==> config.mk <==
export PLATFORM = sky130hd
export DESIGN_NAME = wdcl_count_load
export DESIGN_NICKNAME = d
export VERILOG_FILES = /design/src/logic/wdcl_count_load.v /design/src/logic/wdcl_tick_div.v
export VERILOG_INCLUDE_DIRS = /design/src /design/src/logic
export SDC_FILE = /design/constraint.sdc
export NUM_CORES = 1
export LEC_CHECK = 0
export ABC_AREA = 1
export CAP_MARGIN = 20
export CORE_AREA = 2 2 139 141
export CTS_BUF_LIST = sky130_fd_sc_hd__clkbuf_2 sky130_fd_sc_hd__clkbuf_4 sky130_fd_sc_hd__clkbuf_8
export DETAILED_ROUTE_END_ITERATION = 12
export DIE_AREA = 0 0 141 143
export DONT_BUFFER_PORTS = 1
export HOLD_SLACK_MARGIN = 0.06
export PLACE_DENSITY = 0.59
export SKIP_CTS_REPAIR_TIMING = 1
export SLEW_MARGIN = 10
export SYNTH_ARGS = -nofsm -noshare
export SYNTH_HDL_FRONTEND = slang
export SYNTH_SLANG_ARGS = --single-unit
==> constraint.sdc <==
create_clock -name clk_sys -period 3.8 [get_ports clk_sys]
set_input_delay 0.38 -clock clk_sys [delete_from_list [all_inputs] [get_ports clk_sys]]
set_output_delay 0.38 -clock clk_sys [all_outputs]
set_load 0.005 [all_outputs]
==> src/logic/wdcl_consts.vh <==
`ifndef WDCL_CONSTS_VH
`define WDCL_CONSTS_VH

// ****************************************
// Register map (byte addresses)
// ****************************************
`define WDCL_ADDR_COUNT      16'h3004
`define WDCL_ADDR_LOAD       16'h3008
`define WDCL_ADDR_MASK_WORD  16'hfffc
`define WDCL_COUNT_RESET     32'hffffffff
`define WDCL_LOAD_RESET      32'hffffffff
`define WDCL_READ_ZERO       8'h00
`define WDCL_COUNT_ZERO      32'h00000000
`define WDCL_LANE_LOW        2'h0

// ****************************************
// Timing
// ****************************************
`define WDCL_CLK_PERIOD_NS   100
`define WDCL_UNIT_MS_NS      1000000
`define WDCL_UNIT_US_NS      1000

`endif

==> src/logic/wdcl_count_load.v <==
// Notes on behaviour
// - The count register is read-only, shows the live down-counter and resets to all ones.
// - Reading the lowest count byte captures all 32 counter bits so upper-byte reads stay consistent.
// - The count register spans byte addresses 0x3004 (bits 7:0) to 0x3007 (bits 31:24).
// - Writing the reload register loads the new value into the counter; the reload register resets to all ones.
// - The reload value can change only while the enable bit is 0, and software disables first.
// - The reload register spans byte addresses 0x3008 (bits 7:0) to 0x300b (bits 31:24).
// - Setting the enable bit starts the down-counter and clearing it stops it.
// - A kick while enabled reloads the counter from the reload register; a kick while disabled does nothing.
// - Underflow requests a device reset and sets a sticky flag that software clears by writing one.
`timescale 1ns/1ps
`include "wdcl_consts.vh"

module wdcl_count_load #(
  parameter TICKS_MS = `WDCL_UNIT_MS_NS / `WDCL_CLK_PERIOD_NS
) (
  // Clock and reset (power-on only; not driven by the watchdog reset)
  input  wire        clk_sys,
  input  wire        reset,
  // Byte register port
  input  wire [15:0] reg_addr,
  input  wire        reg_wr,
  input  wire        reg_rd,
  input  wire [7:0]  reg_wdata,
  output reg  [7:0]  reg_rdata,
  // Control bits held in the control and kick registers
  input  wire        timer_enable_bit,
  input  wire        units_us,
  input  wire        reload_trigger,
  input  wire        flag_write,
  input  wire        flag_write_data,
  // Status and reset request
  output reg         underflow_reset_flag,
  output reg         underflow_reset,
  output wire [31:0] counter_value
);

  localparam TICKS_US = `WDCL_UNIT_US_NS / `WDCL_CLK_PERIOD_NS;

  // ****************************************
  // Declarations
  // ****************************************
  reg  [31:0] counter;
  reg  [31:0] counter_snapshot;
  reg  [31:0] reload_value;
  reg  [31:0] next_counter;
  reg  [7:0]  next_rdata;
  reg         enable_q;

  wire [31:0] next_reload;
  wire        tick;
  wire        count_hit;
  wire        load_hit;
  wire [1:0]  lane;
  wire [3:0]  lane_hot;
  wire        load_write;
  wire        kick;
  wire        count_zero;
  wire        underflow;
  wire        unit_restart;
  wire        snap_take;
  genvar      gl;

  // ****************************************
  // Address decode
  // ****************************************
  function in_word;
    input [15:0] addr;
    input [15:0] base;
    begin
      in_word = ((addr & `WDCL_ADDR_MASK_WORD) == base);
    end
  endfunction

  function [7:0] pick_byte;
    input [31:0] word;
    input [1:0]  sel;
    begin
      pick_byte = word[sel*8 +: 8];
    end
  endfunction

  // Lanes outside the two words read as zero and drop writes
  assign count_hit  = in_word(reg_addr, `WDCL_ADDR_COUNT);
  assign load_hit   = in_word(reg_addr, `WDCL_ADDR_LOAD);
  assign lane       = reg_addr[1:0];
  assign lane_hot   = 4'h1 << lane;

  // ****************************************
  // Event decode
  // ****************************************
  // Locked while enabled so a running count cannot be retargeted
  assign load_write   = reg_wr && load_hit && !timer_enable_bit;
  // Kicks while stopped are dropped here, not queued
  assign kick         = reload_trigger && timer_enable_bit;
  // A zero count lasts one full unit before the underflow tick
  assign count_zero   = (counter == `WDCL_COUNT_ZERO);
  assign underflow    = timer_enable_bit && tick && count_zero;
  assign unit_restart = kick || (timer_enable_bit && !enable_q);
  assign snap_take    = reg_rd && count_hit && (lane == `WDCL_LANE_LOW);

  assign counter_value = counter;

  // ****************************************
  // Time base
  // ****************************************
  // Unit restarts on enable rise and on a kick, so each grants a full first unit
  wdcl_tick_div #(
    .CNT_W    (16),
    .TICKS_MS (TICKS_MS),
    .TICKS_US (TICKS_US)
  ) wdcl_tick_div_i (
    .clk_sys  (clk_sys),
    .reset    (reset),
    .run      (timer_enable_bit),
    .restart  (unit_restart),
    .units_us (units_us),
    .tick     (tick)
  );

  // ****************************************
  // Reload register and down-counter
  // ****************************************
  // Each lane keeps its old byte unless this write targets it
  generate
    for (gl = 0; gl < 4; gl = gl + 1)
    begin : g_lane
      assign next_reload[gl*8 +: 8] = lane_hot[gl] ? reg_wdata : reload_value[gl*8 +: 8];
    end
  endgenerate

  // A reload write beats a kick, and a kick beats a tick
  always @*
  begin
    next_counter = counter;
    if (load_write)
      next_counter = next_reload;
    else if (kick || underflow)
      next_counter = reload_value;
    else if (timer_enable_bit && tick)
      next_counter = counter - 32'h00000001;
  end

  // Only power-on reset clears these; the watchdog reset stays outside
  always @(posedge clk_sys or posedge reset)
  begin
    if (reset)
    begin
      reload_value <= `WDCL_LOAD_RESET;
      counter      <= `WDCL_COUNT_RESET;
      enable_q     <= 1'b0;
    end
    else
    begin
      if (load_write)
        reload_value <= next_reload;
      counter  <= next_counter;
      enable_q <= timer_enable_bit;
    end
  end

  // ****************************************
  // Underflow reset request and sticky flag
  // ****************************************
  // Set beats a clear in the same cycle so an underflow is never lost
  always @(posedge clk_sys or posedge reset)
  begin
    if (reset)
    begin
      underflow_reset      <= 1'b0;
      underflow_reset_flag <= 1'b0;
    end
    else
    begin
      underflow_reset <= underflow;
      if (underflow)
        underflow_reset_flag <= 1'b1;
      else if (flag_write && flag_write_data)
        underflow_reset_flag <= 1'b0;
    end
  end

  // ****************************************
  // Read data select
  // ****************************************
  // Upper count bytes come from the copy so a moving count cannot tear
  always @*
  begin
    next_rdata = reg_rdata;
    if (snap_take)
      next_rdata = counter[7:0];
    else if (reg_rd && count_hit)
      next_rdata = pick_byte(counter_snapshot, lane);
    else if (reg_rd && load_hit)
      next_rdata = pick_byte(reload_value, lane);
    else if (reg_rd)
      next_rdata = `WDCL_READ_ZERO;
  end

  // ****************************************
  // Read data register and count snapshot
  // ****************************************
  always @(posedge clk_sys or posedge reset)
  begin
    if (reset)
    begin
      counter_snapshot <= `WDCL_COUNT_RESET;
      reg_rdata        <= `WDCL_READ_ZERO;
    end
    else
    begin
      if (snap_take)
        counter_snapshot <= counter;
      reg_rdata <= next_rdata;
    end
  end

endmodule

==> src/logic/wdcl_tick_div.v <==
`timescale 1ns/1ps

// ****************************************
// Time-base divider: one-cycle tick per timer unit
// ****************************************
module wdcl_tick_div #(
  parameter CNT_W    = 16,
  parameter TICKS_MS = 10000,
  parameter TICKS_US = 10
) (
  // Clock and reset
  input  wire             clk_sys,
  input  wire             reset,
  // Control
  input  wire             run,
  input  wire             restart,
  input  wire             units_us,
  // Tick out
  output reg              tick
);

  localparam integer     LAST_MS_FULL = TICKS_MS - 1;
  localparam integer     LAST_US_FULL = TICKS_US - 1;
  localparam [CNT_W-1:0] LAST_MS      = LAST_MS_FULL[CNT_W-1:0];
  localparam [CNT_W-1:0] LAST_US      = LAST_US_FULL[CNT_W-1:0];

  reg  [CNT_W-1:0] count;
  wire [CNT_W-1:0] last;

  assign last = units_us ? LAST_US : LAST_MS;

  // Restart realigns the unit so a kick always grants a full first unit
  always @(posedge clk_sys or posedge reset)
  begin
    if (reset)
    begin
      count <= {CNT_W{1'b0}};
      tick  <= 1'b0;
    end
    else if (!run || restart)
    begin
      count <= {CNT_W{1'b0}};
      tick  <= 1'b0;
    end
    else if (count >= last)
    begin
      count <= {CNT_W{1'b0}};
      tick  <= 1'b1;
    end
    else
    begin
      count <= count + 1'b1;
      tick  <= 1'b0;
    end
  end

endmodule

== Word level (Yosys, flattened, before mapping) ==
Index checks and enable logic that the tools add are counted.
Storage, ports and cells
  bits in registers: 124
  bits of input ports: 33
  output and inout port bits: 42
  word-level logic and storage cells: 55
Cells by class
  add/sub/neg operators: 2
  order comparisons: 1
  equal/unequal tests: 2
  shifts and indexed selects: 3
  mux-type cells: 18
  reductions and logical operators: 20
Operators by type and width (number)
  32-bit two-way mux: 3
  8-bit two-way mux: 8
  32-bit by 6-bit indexed part select with 8-bit output: 2
  32-bit zero test: 1
  16-bit two-way mux: 2
  32-bit by 1-bit subtractor with 32-bit output (second input constant): 1
  14-bit by 12-bit equality test with 1-bit output (second input constant): 2
  16-bit by 1-bit adder with 16-bit output (second input constant): 1
  16-bit >= comparator: 1
  14-bit two-way mux: 1
  1-bit logical AND: 10
  1-bit two-way mux: 4
  4-bit nonzero test: 1
  1-bit by 2-bit left shift with 4-bit output (first input constant): 1
  1-bit logical OR: 3
  3-bit nonzero test: 1
  1-bit zero test: 2
  2-bit zero test: 1
  2-bit nonzero test: 1

== Longest topological paths before layout ==
Gate-level depths: netlist (run 1).
  depth in word-level cells: 5
  gate-level depth with buffers: 13
  mapped depth without buffers: 13

== Cells and area by module ==
A second synthesis (run 1) with hierarchy kept.
Second synthesis, totals
  cell total of the unflattened synthesis: 1104
  area, all modules: 7812.5 sq um
By module, submodules not included
  wdcl_count_load: times used 1, cells each 972, area an instance 6717.7 sq um, sequential area each 2797.7 sq um
  wdcl_tick_div: times used 1, cells each 132, area an instance 1094.8 sq um, sequential area each 425.4 sq um

== Worst setup path after synthesis (run 1) ==
OpenSTA, ideal clock, no wires.
  path type: reg2reg
  from: reg counter[0] (netlist: counter_value[0])
  to: reg counter[28] (netlist: counter_value[28])
  library setup time: 0.079 ns
  arrival time: 1.841 ns
  data required time: 3.721 ns
  path slack: 1.880 ns
  cell stages (with the launch flop): 14
  buffers on the path: 1
  period minus slack after synthesis: 1.920 ns
  cells stage by stage: dfstp_2 > inv_1 > ha_1 > nand2_1 > nor2_4 > nand2_4 > nor2_4 > nand2_4 > nand2_4 > nor2_4 > inv_4 > buf_6 > nor2_1 > a21oi_2
On the way
  longest elaborated chain between the ends: 5
  elaborated cells on any way between the ends: 8
  classes of those cells: add/sub (1); mux (3); reduce/logical (4)
Ends and longest elaborated chain
  from (decl): RTL line wdcl_count_load.v:43  | reg [31:0] counter;
  from (signal assigned): RTL line wdcl_count_load.v:150  | counter <= `WDCL_COUNT_RESET;
  from (signal assigned): RTL line wdcl_count_load.v:157  | counter <= next_counter;
  branches (longest 5 deep; another with 32-bit by 1-bit subtractor with 32-bit output)
Parallel ways; which one is timed is not known. The select of a mux whose other input is x is not followed.
A chain may end at the register's enable or synchronous reset.

== Worst setup path after layout (run 1) ==
  from: reg counter[0] (netlist: counter_value[0])
  to: reg counter[25] (netlist: counter_value[25])
The elaborated chain is that of the path after synthesis.

==> results.cfg, run 1 <==
[status]
status = completed

[critical_path]
rr_endpoint = counter_value[25]
crit_arrival_ps = 3000
r2r_start = counter_value[0]
crit_family = simple AND/OR/NAND/NOR gates
slowest_delay_ps = 610
rrSetupSlack_ps = 1220
cp-end-kind = flip-flop
crit_required_ps = 4220
path_common_cell = nand2_1
crit_chain = inv_1, ha_1, nand2_1, nor2_4, nand2_4, nor2_4, nand2_4, nand3_2, inv_1, nand2_1, nand2_1, nand2_1, nand2_1
crit_fanout = 24
crit_cells = 13
reg2reg_depth = 13
cp-start-kind = flip-flop
critPathCapture = counter_value[25]
critical_path_buf_inv_count = 2
setup.worst_path.class = reg -> reg
slowest_stage = dfstp_2
setup.worst_path.start = counter_value[0]

[yosys]
synthMuxAreaShare_pct = 0.678
yosys.area_share.simple_pct = 33.1
synth_area_sq_um = 7380
yosys.area_share.adder_pct = 1.36
seq_area_frac_synth_pct = 43.7
synth_compound_area_share_pct = 12.0
syn_inst = 1035
syn_avg_cell_area_sq_um = 7.13
synth.distinct_cells = 38
synth_xor_area_share_pct = 2.02
yosys_warnings = 0
synth_top_family_by_area = simple AND/OR/NAND/NOR gates
synth_nets = 1076
ys_ff_latch = 124

[place]
place_area_sq_um = 7570
place_congestion = 0.881
placed_cells_incl_taps = 1241
io_buffers = 0
hpwlAfterDp_microns = 16300

[global_routing]
grt_first_pass_wirelength_microns = 34600
grt_pass1_vias = 6108
track_usage_pct = 22.6
grt-ovfl-total = 0
grt_max_degree = 72
antenna_found_initial = 0

[timing]
skew_ps = 12.0
hold_viol = 0
hold_ws_ps = 174
rsz0062_at_grt = no
period_share_pct = 67.9
slew_headroom_pct = 28.8
post-route-min-period_ps = 2580
final.setup.tns_ps = 0
max_freq_mhz = 388
finalMaxSlewViolations = 0
worst_slew_pin_slew_ps = 1070
setup_viol = 0

[die]
die_area_sq_um = 20200
die_w_microns = 141
dieHeight_microns = 143
pin_count = 75
rows = 50
start_util_pct = 39.7
coreArea_sq_um = 18600

[finish]
fill_cells = 1922
design_area_sq_um = 8010
antenna_cells = 0
area_growth_pct = 8.48
finalNetCount = 1069
drive_gt1_share_pct = 15.9
final_cells = 1275

[detailed_routing]
drtIter0Drc = 535
drtAntennaViolNets = 0
drc = 0
vias = 6620
vias_per_cell = 5.19
wire_per_inst_microns = 17.4
drt-pass1-iter-count = 6
wirelength_microns = 22200

[clock_tree]
cts_buffer_depth = 2
cts-root-buf = clkbuf_8
cts_tree = done
clock_latency_ps = 470
path_clk_slew_ps = 80
cts.sinks = 124
htree_levels = 4
numCtsBuffers = 17

[power_and_ir_drop]
totalPowerFinal_w = 0.00312
vdd_drop_max_v = 0.000230
powerDensity_nw_per_um2 = 390
power_leakage_nw = 3.66

[flow_run]
cap_viol_max_count = 0

[worst_hold_path]
hold_class = in -> reg
-- sequential cells by signal, indices dropped and copies added, names as in the netlist --
| name | count |
|---|---|
| counter_snapshot | 32 |
| counter_value | 32 |
| reload_value | 32 |
| wdcl_tick_div_i.count | 16 |
| reg_rdata | 8 |
| enable_q | 1 |
| underflow_reset | 1 |
| underflow_reset_flag | 1 |
| wdcl_tick_div_i.tick | 1 |
-- area by class of cell --
type / instances / area (sq um) / area share, %
clock inverters: 14 / 170 / 2.13
well taps: 234 / 293 / 3.66
flip-flops and latches: 124 / 3220 / 40.3
inverters: 93 / 354 / 4.42
repair buffers: 10 / 92.6 / 1.16
clock buffers: 18 / 241 / 3.02
multi-input cells: 782 / 3630 / 45.4
-- how the worst min path moves through the flow --
stage                       end  slack (ps)  cells past startpoint              from
2_1_floorplan          enable_q         410                      0  timer_enable_bit
3_3_place_gp           enable_q         410                      0  timer_enable_bit
4_1_cts                enable_q        -100                      0  timer_enable_bit
6_report       reload_value[13]         170                      4      reg_wdata[5]
5_1_grt        reload_value[22]         150                      4      reg_wdata[6]
3_5_place_dp           enable_q         410                      0  timer_enable_bit
-- synth_stat cells --
cell type  count  area share, %
and3_1         1          0.085
nor3_4         1           0.22
inv_1         90            4.6
buf_6          3           0.46
nand3_1       54            3.7
conb_1         1          0.051
xnor2_1        4           0.47
nand2_4        3           0.46
ha_1           8            1.4
inv_2          1          0.051
nand3_2        4           0.54
a21oi_2        7           0.83
mux2i_1        5           0.68
buf_4          1           0.10
dfrtp_1       28            9.5
buf_2         12           0.81
clkbuf_1      19           0.97
buf_1          1          0.051
xor2_1        13            1.5
nor2_2         6           0.51
nor2_1       183            9.3
clkinv_1       1          0.051
nand3b_1       1           0.10
nor3_1         4           0.27
o22ai_1        1          0.085
nor4_1         2           0.17
o21ai_0      106            7.2
a22oi_1       14            1.4
inv_4          1          0.085
nand2_1      313             16
nor2_4         3           0.46
nor4_4         1           0.29
dfstp_2       96             34
nand4_1       12            1.0
o211ai_1       2           0.20
a21oi_1       30            2.0
a21o_1         2           0.20
and2_1         1          0.085
-- metrics by stage --
stage	setup slack [ps]	utilization (%)
6_report	1220	43.1
3_5_place_dp	1270	40.8
5_1_grt	1080	43.1
3_3_place_gp	1340	40.8
2_1_floorplan	280	-
4_1_cts	1230	43.0
-- cells by family (layout without fill, tap and decap cells) --
kind of cell	Yosys count	after routing
simple gates	589	589
compound gates	162	162
buf+inv	129	135
flops	124	124
xor+xnor	17	17
fa+ha+maj	8	8
mux	5	5
other cells	1	1
-- placed cells by master (no fill, tap or decap), types with 2 or more instances in the layout --
master         synthesis  layout
nand3_1               54      54
xor2_1                13      13
nor2_2                 6       7
inv_1                 90      89
nor3_1                 4       4
nand2_4                3       3
clkinvlp_4             0       4
a22oi_1               14      14
o21ai_0              106     106
inv_6                  0       2
dfstp_2               96      96
clkinv_4               0       2
inv_4                  1       2
nor2_1               183     182
xnor2_1                4       4
a21oi_2                7       7
bufinv_16              0       3
o211ai_1               2       2
nand3_2                4       4
nor4_1                 2       2
dlygate4sd3_1          0       2
mux2i_1                5       5
a21oi_1               30      30
dfrtp_1               28      28
a21o_1                 2       2
nor2_4                 3       3
clkinv_2               0       3
buf_4                  1       7
nand4_1               12      12
nand2_1              313     313
ha_1                   8       8
clkbuf_8               0      17
-- power breakdown --
group	switching [W]	internal, W	leakage, nW	total [W]
Sequential	0.000123	0.00142	1.38	0.00154
Combinational	0.000236	0.000106	2.08	0.000342
Clock	0.000586	0.000656	0.199	0.00124
-- metal layers --
layer | up-vias | GRT usage (%) | share of wire [%]
met5 | - | 0 | 0
met4 | 0 | 7.84 | 2.4
met3 | 40 | 6.37 | 7.0
met2 | 197 | 35.6 | 46
met1 | 3095 | 30.1 | 45
li1 | 3288 | - | -
-- worst register-to-register path, cell delays in order (launching register included) --
cell,delay (ps)
dfstp_2,610
inv_1,60
ha_1,220
nand2_1,170
nor2_4,90
nand2_4,110
nor2_4,50
nand2_4,80
nand3_2,440
inv_1,400
nand2_1,110
nand2_1,80
nand2_1,50
nand2_1,70
No activity file was read; power rests on OpenSTA's default activity.
==> run 2, diff against run 1 <==
Settings changed: PLACE_DENSITY 0.59 to 0.61.
Clock period 3.8 ns to 2.2 ns, I/O delays scaled along.
==> run 2 against run 1 <==
Clock-buffer cell count stayed put. Combinational power is 150% higher. First-iteration DRC count is 2.8% higher. Via count is 3.6% higher. Die area stayed put. Sequential cell count stayed put. Critical path depth is 2 lower. Register-to-register slack worse by 1100 ps. Non-clock buffer count is 50 higher. Total power is 80% higher. Fmax is 22% higher. Sequential share of layout area is 2.2 points lower. Critical path type unchanged.
==> results.cfg, run 2 (synthesized netlist as in run 1, its figures left out) <==
[clock_tree]
htree_levels = 4
cts-root-buf = clkbuf_8
cts_tree = done
path_clk_slew_ps = 80
clock_latency_ps = 460
cts.sinks = 124
cts_buffer_depth = 2
numCtsBuffers = 17

[timing]
skew_ps = 11.0
post-route-min-period_ps = 2110
finalMaxSlewViolations = 0
hold_viol = 0
worst_slew_pin_slew_ps = 804
final.setup.tns_ps = 0
setup_viol = 0
hold_ws_ps = 7.55
slew_headroom_pct = 46.3
max_freq_mhz = 474
period_share_pct = 96.0
rsz0062_at_grt = no

[power_and_ir_drop]
powerDensity_nw_per_um2 = 665
vdd_drop_max_v = 0.000413
internal_power_w = 0.00391
power_frac_clock_pct = 39.7
power_frac_seq_pct = 45.3
p_comb_share_pct = 15.0
totalPowerFinal_w = 0.00563
swShare_pct = 30.5
p_sw_w = 0.00172
power_leakage_nw = 3.92

[critical_path]
cp-start-kind = flip-flop
crit_fanout = 14
crit_arrival_ps = 2500
cp-end-kind = flip-flop
setup.worst_path.class = reg -> reg
reg2reg_depth = 11
crit_required_ps = 2590

[global_routing]
grt-ovfl-total = 0
track_usage_pct = 22.8
grt_pass1_vias = 6361
grt_max_degree = 48
grt_first_pass_wirelength_microns = 34900
antenna_found_initial = 0

[worst_hold_path]
hold_class = in -> reg
hold_depth = 4

[die]
rows = 50
coreArea_sq_um = 18600
pin_count = 75
dieHeight_microns = 143
die_w_microns = 141
start_util_pct = 39.7
die_area_sq_um = 20200

[finish]
fill_cells = 1880
layout_commonest_cell = nand2_1
drive_gt1_share_pct = 19.2
multi_input_area_sq_um = 3630
ff_latch_area_sq_um = 3220
finalNetCount = 1119
antenna_cells = 0
design_area_sq_um = 8460
area_growth_pct = 14.7
layout_common_cells = nand2_1, nor2_1, o21ai_0
final_cells = 1325

[place]
io_buffers = 0
placed_cells_incl_taps = 1283
place_area_sq_um = 7930
hpwlAfterDp_microns = 16900
place_congestion = 0.890

[status]
status = completed

[detailed_routing]
wire_per_inst_microns = 17.2
drtAntennaViolNets = 0
vias_per_cell = 5.17
drc = 0
drtIter0Drc = 550
wirelength_microns = 22800
drt-pass1-iter-count = 7
vias = 6856

[flow_run]
cap_viol_max_count = 0
## run 2: final timing paths
check | startpoint | end | slack (ps)
worst max-delay path | counter_value[1] | counter_value[15] | 90
worst min-delay path | reg_wdata[7] | reload_value[23] | 8
worst max register to register | counter_value[1] | counter_value[15] | 90
worst min register to register | counter_snapshot[12] | counter_snapshot[12] | 470
max in group asynchronous | reset | counter_snapshot[7] | 1680
min in group asynchronous | reset | counter_value[2] | 140
## run 2: metrics by stage
stage,util (%),worst slack [ps]
floorplan,-,280
global placement,42.7,152
detailed placement,42.7,125
CTS,45.0,108
global route,45.5,4.95
finish,45.5,88.2
## run 2: per-layer routing
layer | wire, microns | part of all wire, % | vias up | GRT usage, %
li1 | - | - | 3391 | -
met4 | 564 | 2.5 | 0 | 8.16
met5 | 0 | 0 | - | 0
met3 | 1730 | 7.6 | 41 | 6.30
met2 | 10500 | 46 | 220 | 36.8
met1 | 9970 | 44 | 3204 | 29.4
## run 2: layout make-up
cell class | count | area share (%)
clock inverter | 14 | 2.16
multi-input combinational | 782 | 42.9
clock buffer | 18 | 2.93
inverter | 93 | 4.23
sequential | 124 | 38.1
timing repair buffer | 60 | 6.21
tap | 234 | 3.46
## run 2: worst max-delay path, cell delays in order (launching register included)
cell     delay (ps)
dfstp_2         370
inv_1            60
ha_1            180
nand2_1         120
nor2_4          220
nand2_4         110
nor2_4          150
a21oi_1         100
buf_4           200
o21ai_0         330
nor2_1          100
nor2_1          110
## run 2: power groups by stage
| stage | logic, W | clock network (W) | registers (W) |
|---|---|---|---|
| finish | 0.000844 | 0.00224 | 0.00255 |
| global route | 0.000935 | 0.00236 | 0.00256 |
| CTS | 0.000825 | 0.00227 | 0.00255 |
| detailed placement | 0.000821 | 0 | 0.00259 |
| global placement | 0.000812 | 0 | 0.00259 |
| floorplan | 0.000465 | 0 | 0.00260 |
==> run 3, diff against run 2 <==
Settings changed: CTS_CLUSTER_SIZE set to 14, PLACE_DENSITY 0.61 to 0.59.
==> run 3 against run 2 <==
Clock power grew 8%. Highest routed layer unchanged. Cell count grew 0.68%. Clock-buffer cell count shrank 1. Via count shrank 0.34%. Sequential share of layout area shrank 0.43 points. Non-clock buffer count grew 9. Die area is the same. Critical endpoint is now counter_value[29]. First-iteration DRC count grew 3.5%. Largest power group unchanged. Clock skew grew 3.1 ps. Fmax grew 4.1%.
==> results.cfg, run 3 (synthesized netlist as in run 1, its figures left out) <==
[critical_path]
crit_required_ps = 2610
crit_arrival_ps = 2440
setup.worst_path.class = reg -> reg
crit_fanout = 5
setup.worst_path.start = counter_value[0]
cp-end-kind = flip-flop
rrSetupSlack_ps = 170
cp-start-kind = flip-flop
r2r_start = counter_value[0]

[die]
pin_count = 75
coreArea_sq_um = 18600
die_w_microns = 141
rows = 50
dieHeight_microns = 143
die_area_sq_um = 20200
start_util_pct = 39.7

[detailed_routing]
drtIter0Drc = 569
drtAntennaViolNets = 0
drc = 0
wirelength_microns = 23300
drt-pass1-iter-count = 5
vias = 6833
wire_per_inst_microns = 17.5
vias_per_cell = 5.12

[global_routing]
antenna_found_initial = 0
grt_pass1_vias = 6538
grt_first_pass_wirelength_microns = 36300
grt-ovfl-total = 0
grt_max_degree = 54
track_usage_pct = 23.8

[finish]
layout_common_cells = nand2_1, nor2_1, o21ai_0
drive_gt1_share_pct = 19.5
antenna_cells = 0
finalNetCount = 1128
utilization_pct = 46.1
layout_commonest_cell = nand2_1
area_growth_pct = 16.0

[place]
io_buffers = 0
place_congestion = 0.944
dp_slack_ps = 128
hpwlAfterDp_microns = 17200

[timing]
max_freq_mhz = 493
period_share_pct = 92.2
worst_slew_pin_slew_ps = 704
post-route-min-period_ps = 2030
skew_ps = 14.1
slew_headroom_pct = 53.0
setup_viol = 0
final.setup.tns_ps = 0
hold_viol = 0
setup_ws_ps = 172
finalMaxSlewViolations = 0
rsz0062_at_grt = no

[flow_run]
cap_viol_max_count = 0

[clock_tree]
htree_levels = 4
clock_latency_ps = 460
numCtsBuffers = 17
cts.sinks = 124
cts-root-buf = clkbuf_8
path_clk_slew_ps = 80
cts_buffer_depth = 2
cts_tree = done

[power_and_ir_drop]
totalPowerFinal_w = 0.00583
powerDensity_nw_per_um2 = 681
power_leakage_nw = 3.97
vdd_drop_max_v = 0.000444

[status]
status = completed

[worst_hold_path]
hold_class = in -> reg
min_from = reg_wdata[7]
==> run 3: area by class of cell <==
class                      count  area, sq um
multi-input combinational    782         3630
clock buffer                  17          234
inverter                      93          355
sequential                   124         3220
timing repair buffer          69          586
clock inverter                15          234
tap                          234          293
fill                        1900        10000
==> run 3: power breakdown <==
group	switching [W]	internal (W)	total [W]
registers	0.000102	0.00244	0.00254
logic	0.000559	0.000304	0.000863
clock network	0.00105	0.00137	0.00242
total	0.00172	0.00411	0.00583
==> run 3: per-layer routing <==
| layer | global-route usage [%] | part of all wire [%] |
|---|---|---|
| met1 | 31.7 | 45 |
| met2 | 37.3 | 46 |
| met3 | 6.64 | 6.1 |
| met4 | 8.47 | 2.3 |
| met5 | 0 | 0 |
==> run 3: worst max-delay path, stage by stage, from the launching register on <==
cell     delay [ps]
dfstp_2         370
buf_4           150
nor2_1           90
nand2_1         110
nor2_1          360
nand2_1         180
nor2_1          250
xor2_1          180
nand2_1          70
nand2_1          80
nand2_1          50
nand2_1          70
==> run 3: final timing paths <==
kind	cells after the start	endpoint
setup / recovery	11	counter_value[29]
max in group asynchronous	3	reload_value[3]
setup reg to reg	11	counter_value[29]
min in group asynchronous	2	reg_rdata[2]
hold reg to reg	2	counter_snapshot[10]
hold / removal	4	reload_value[7]
==> run 3: per-stage QoR <==
step / cell area [sq um] / cells / hold WS, ps
floorplan: 7380 / 1035 / 251
global placement: 7950 / 1288 / 175
detailed placement: 7950 / 1288 / 176
CTS: 8420 / 1320 / -326
global route: 8560 / 1334 / 60.8
finish: 8560 / 1334 / 22.8
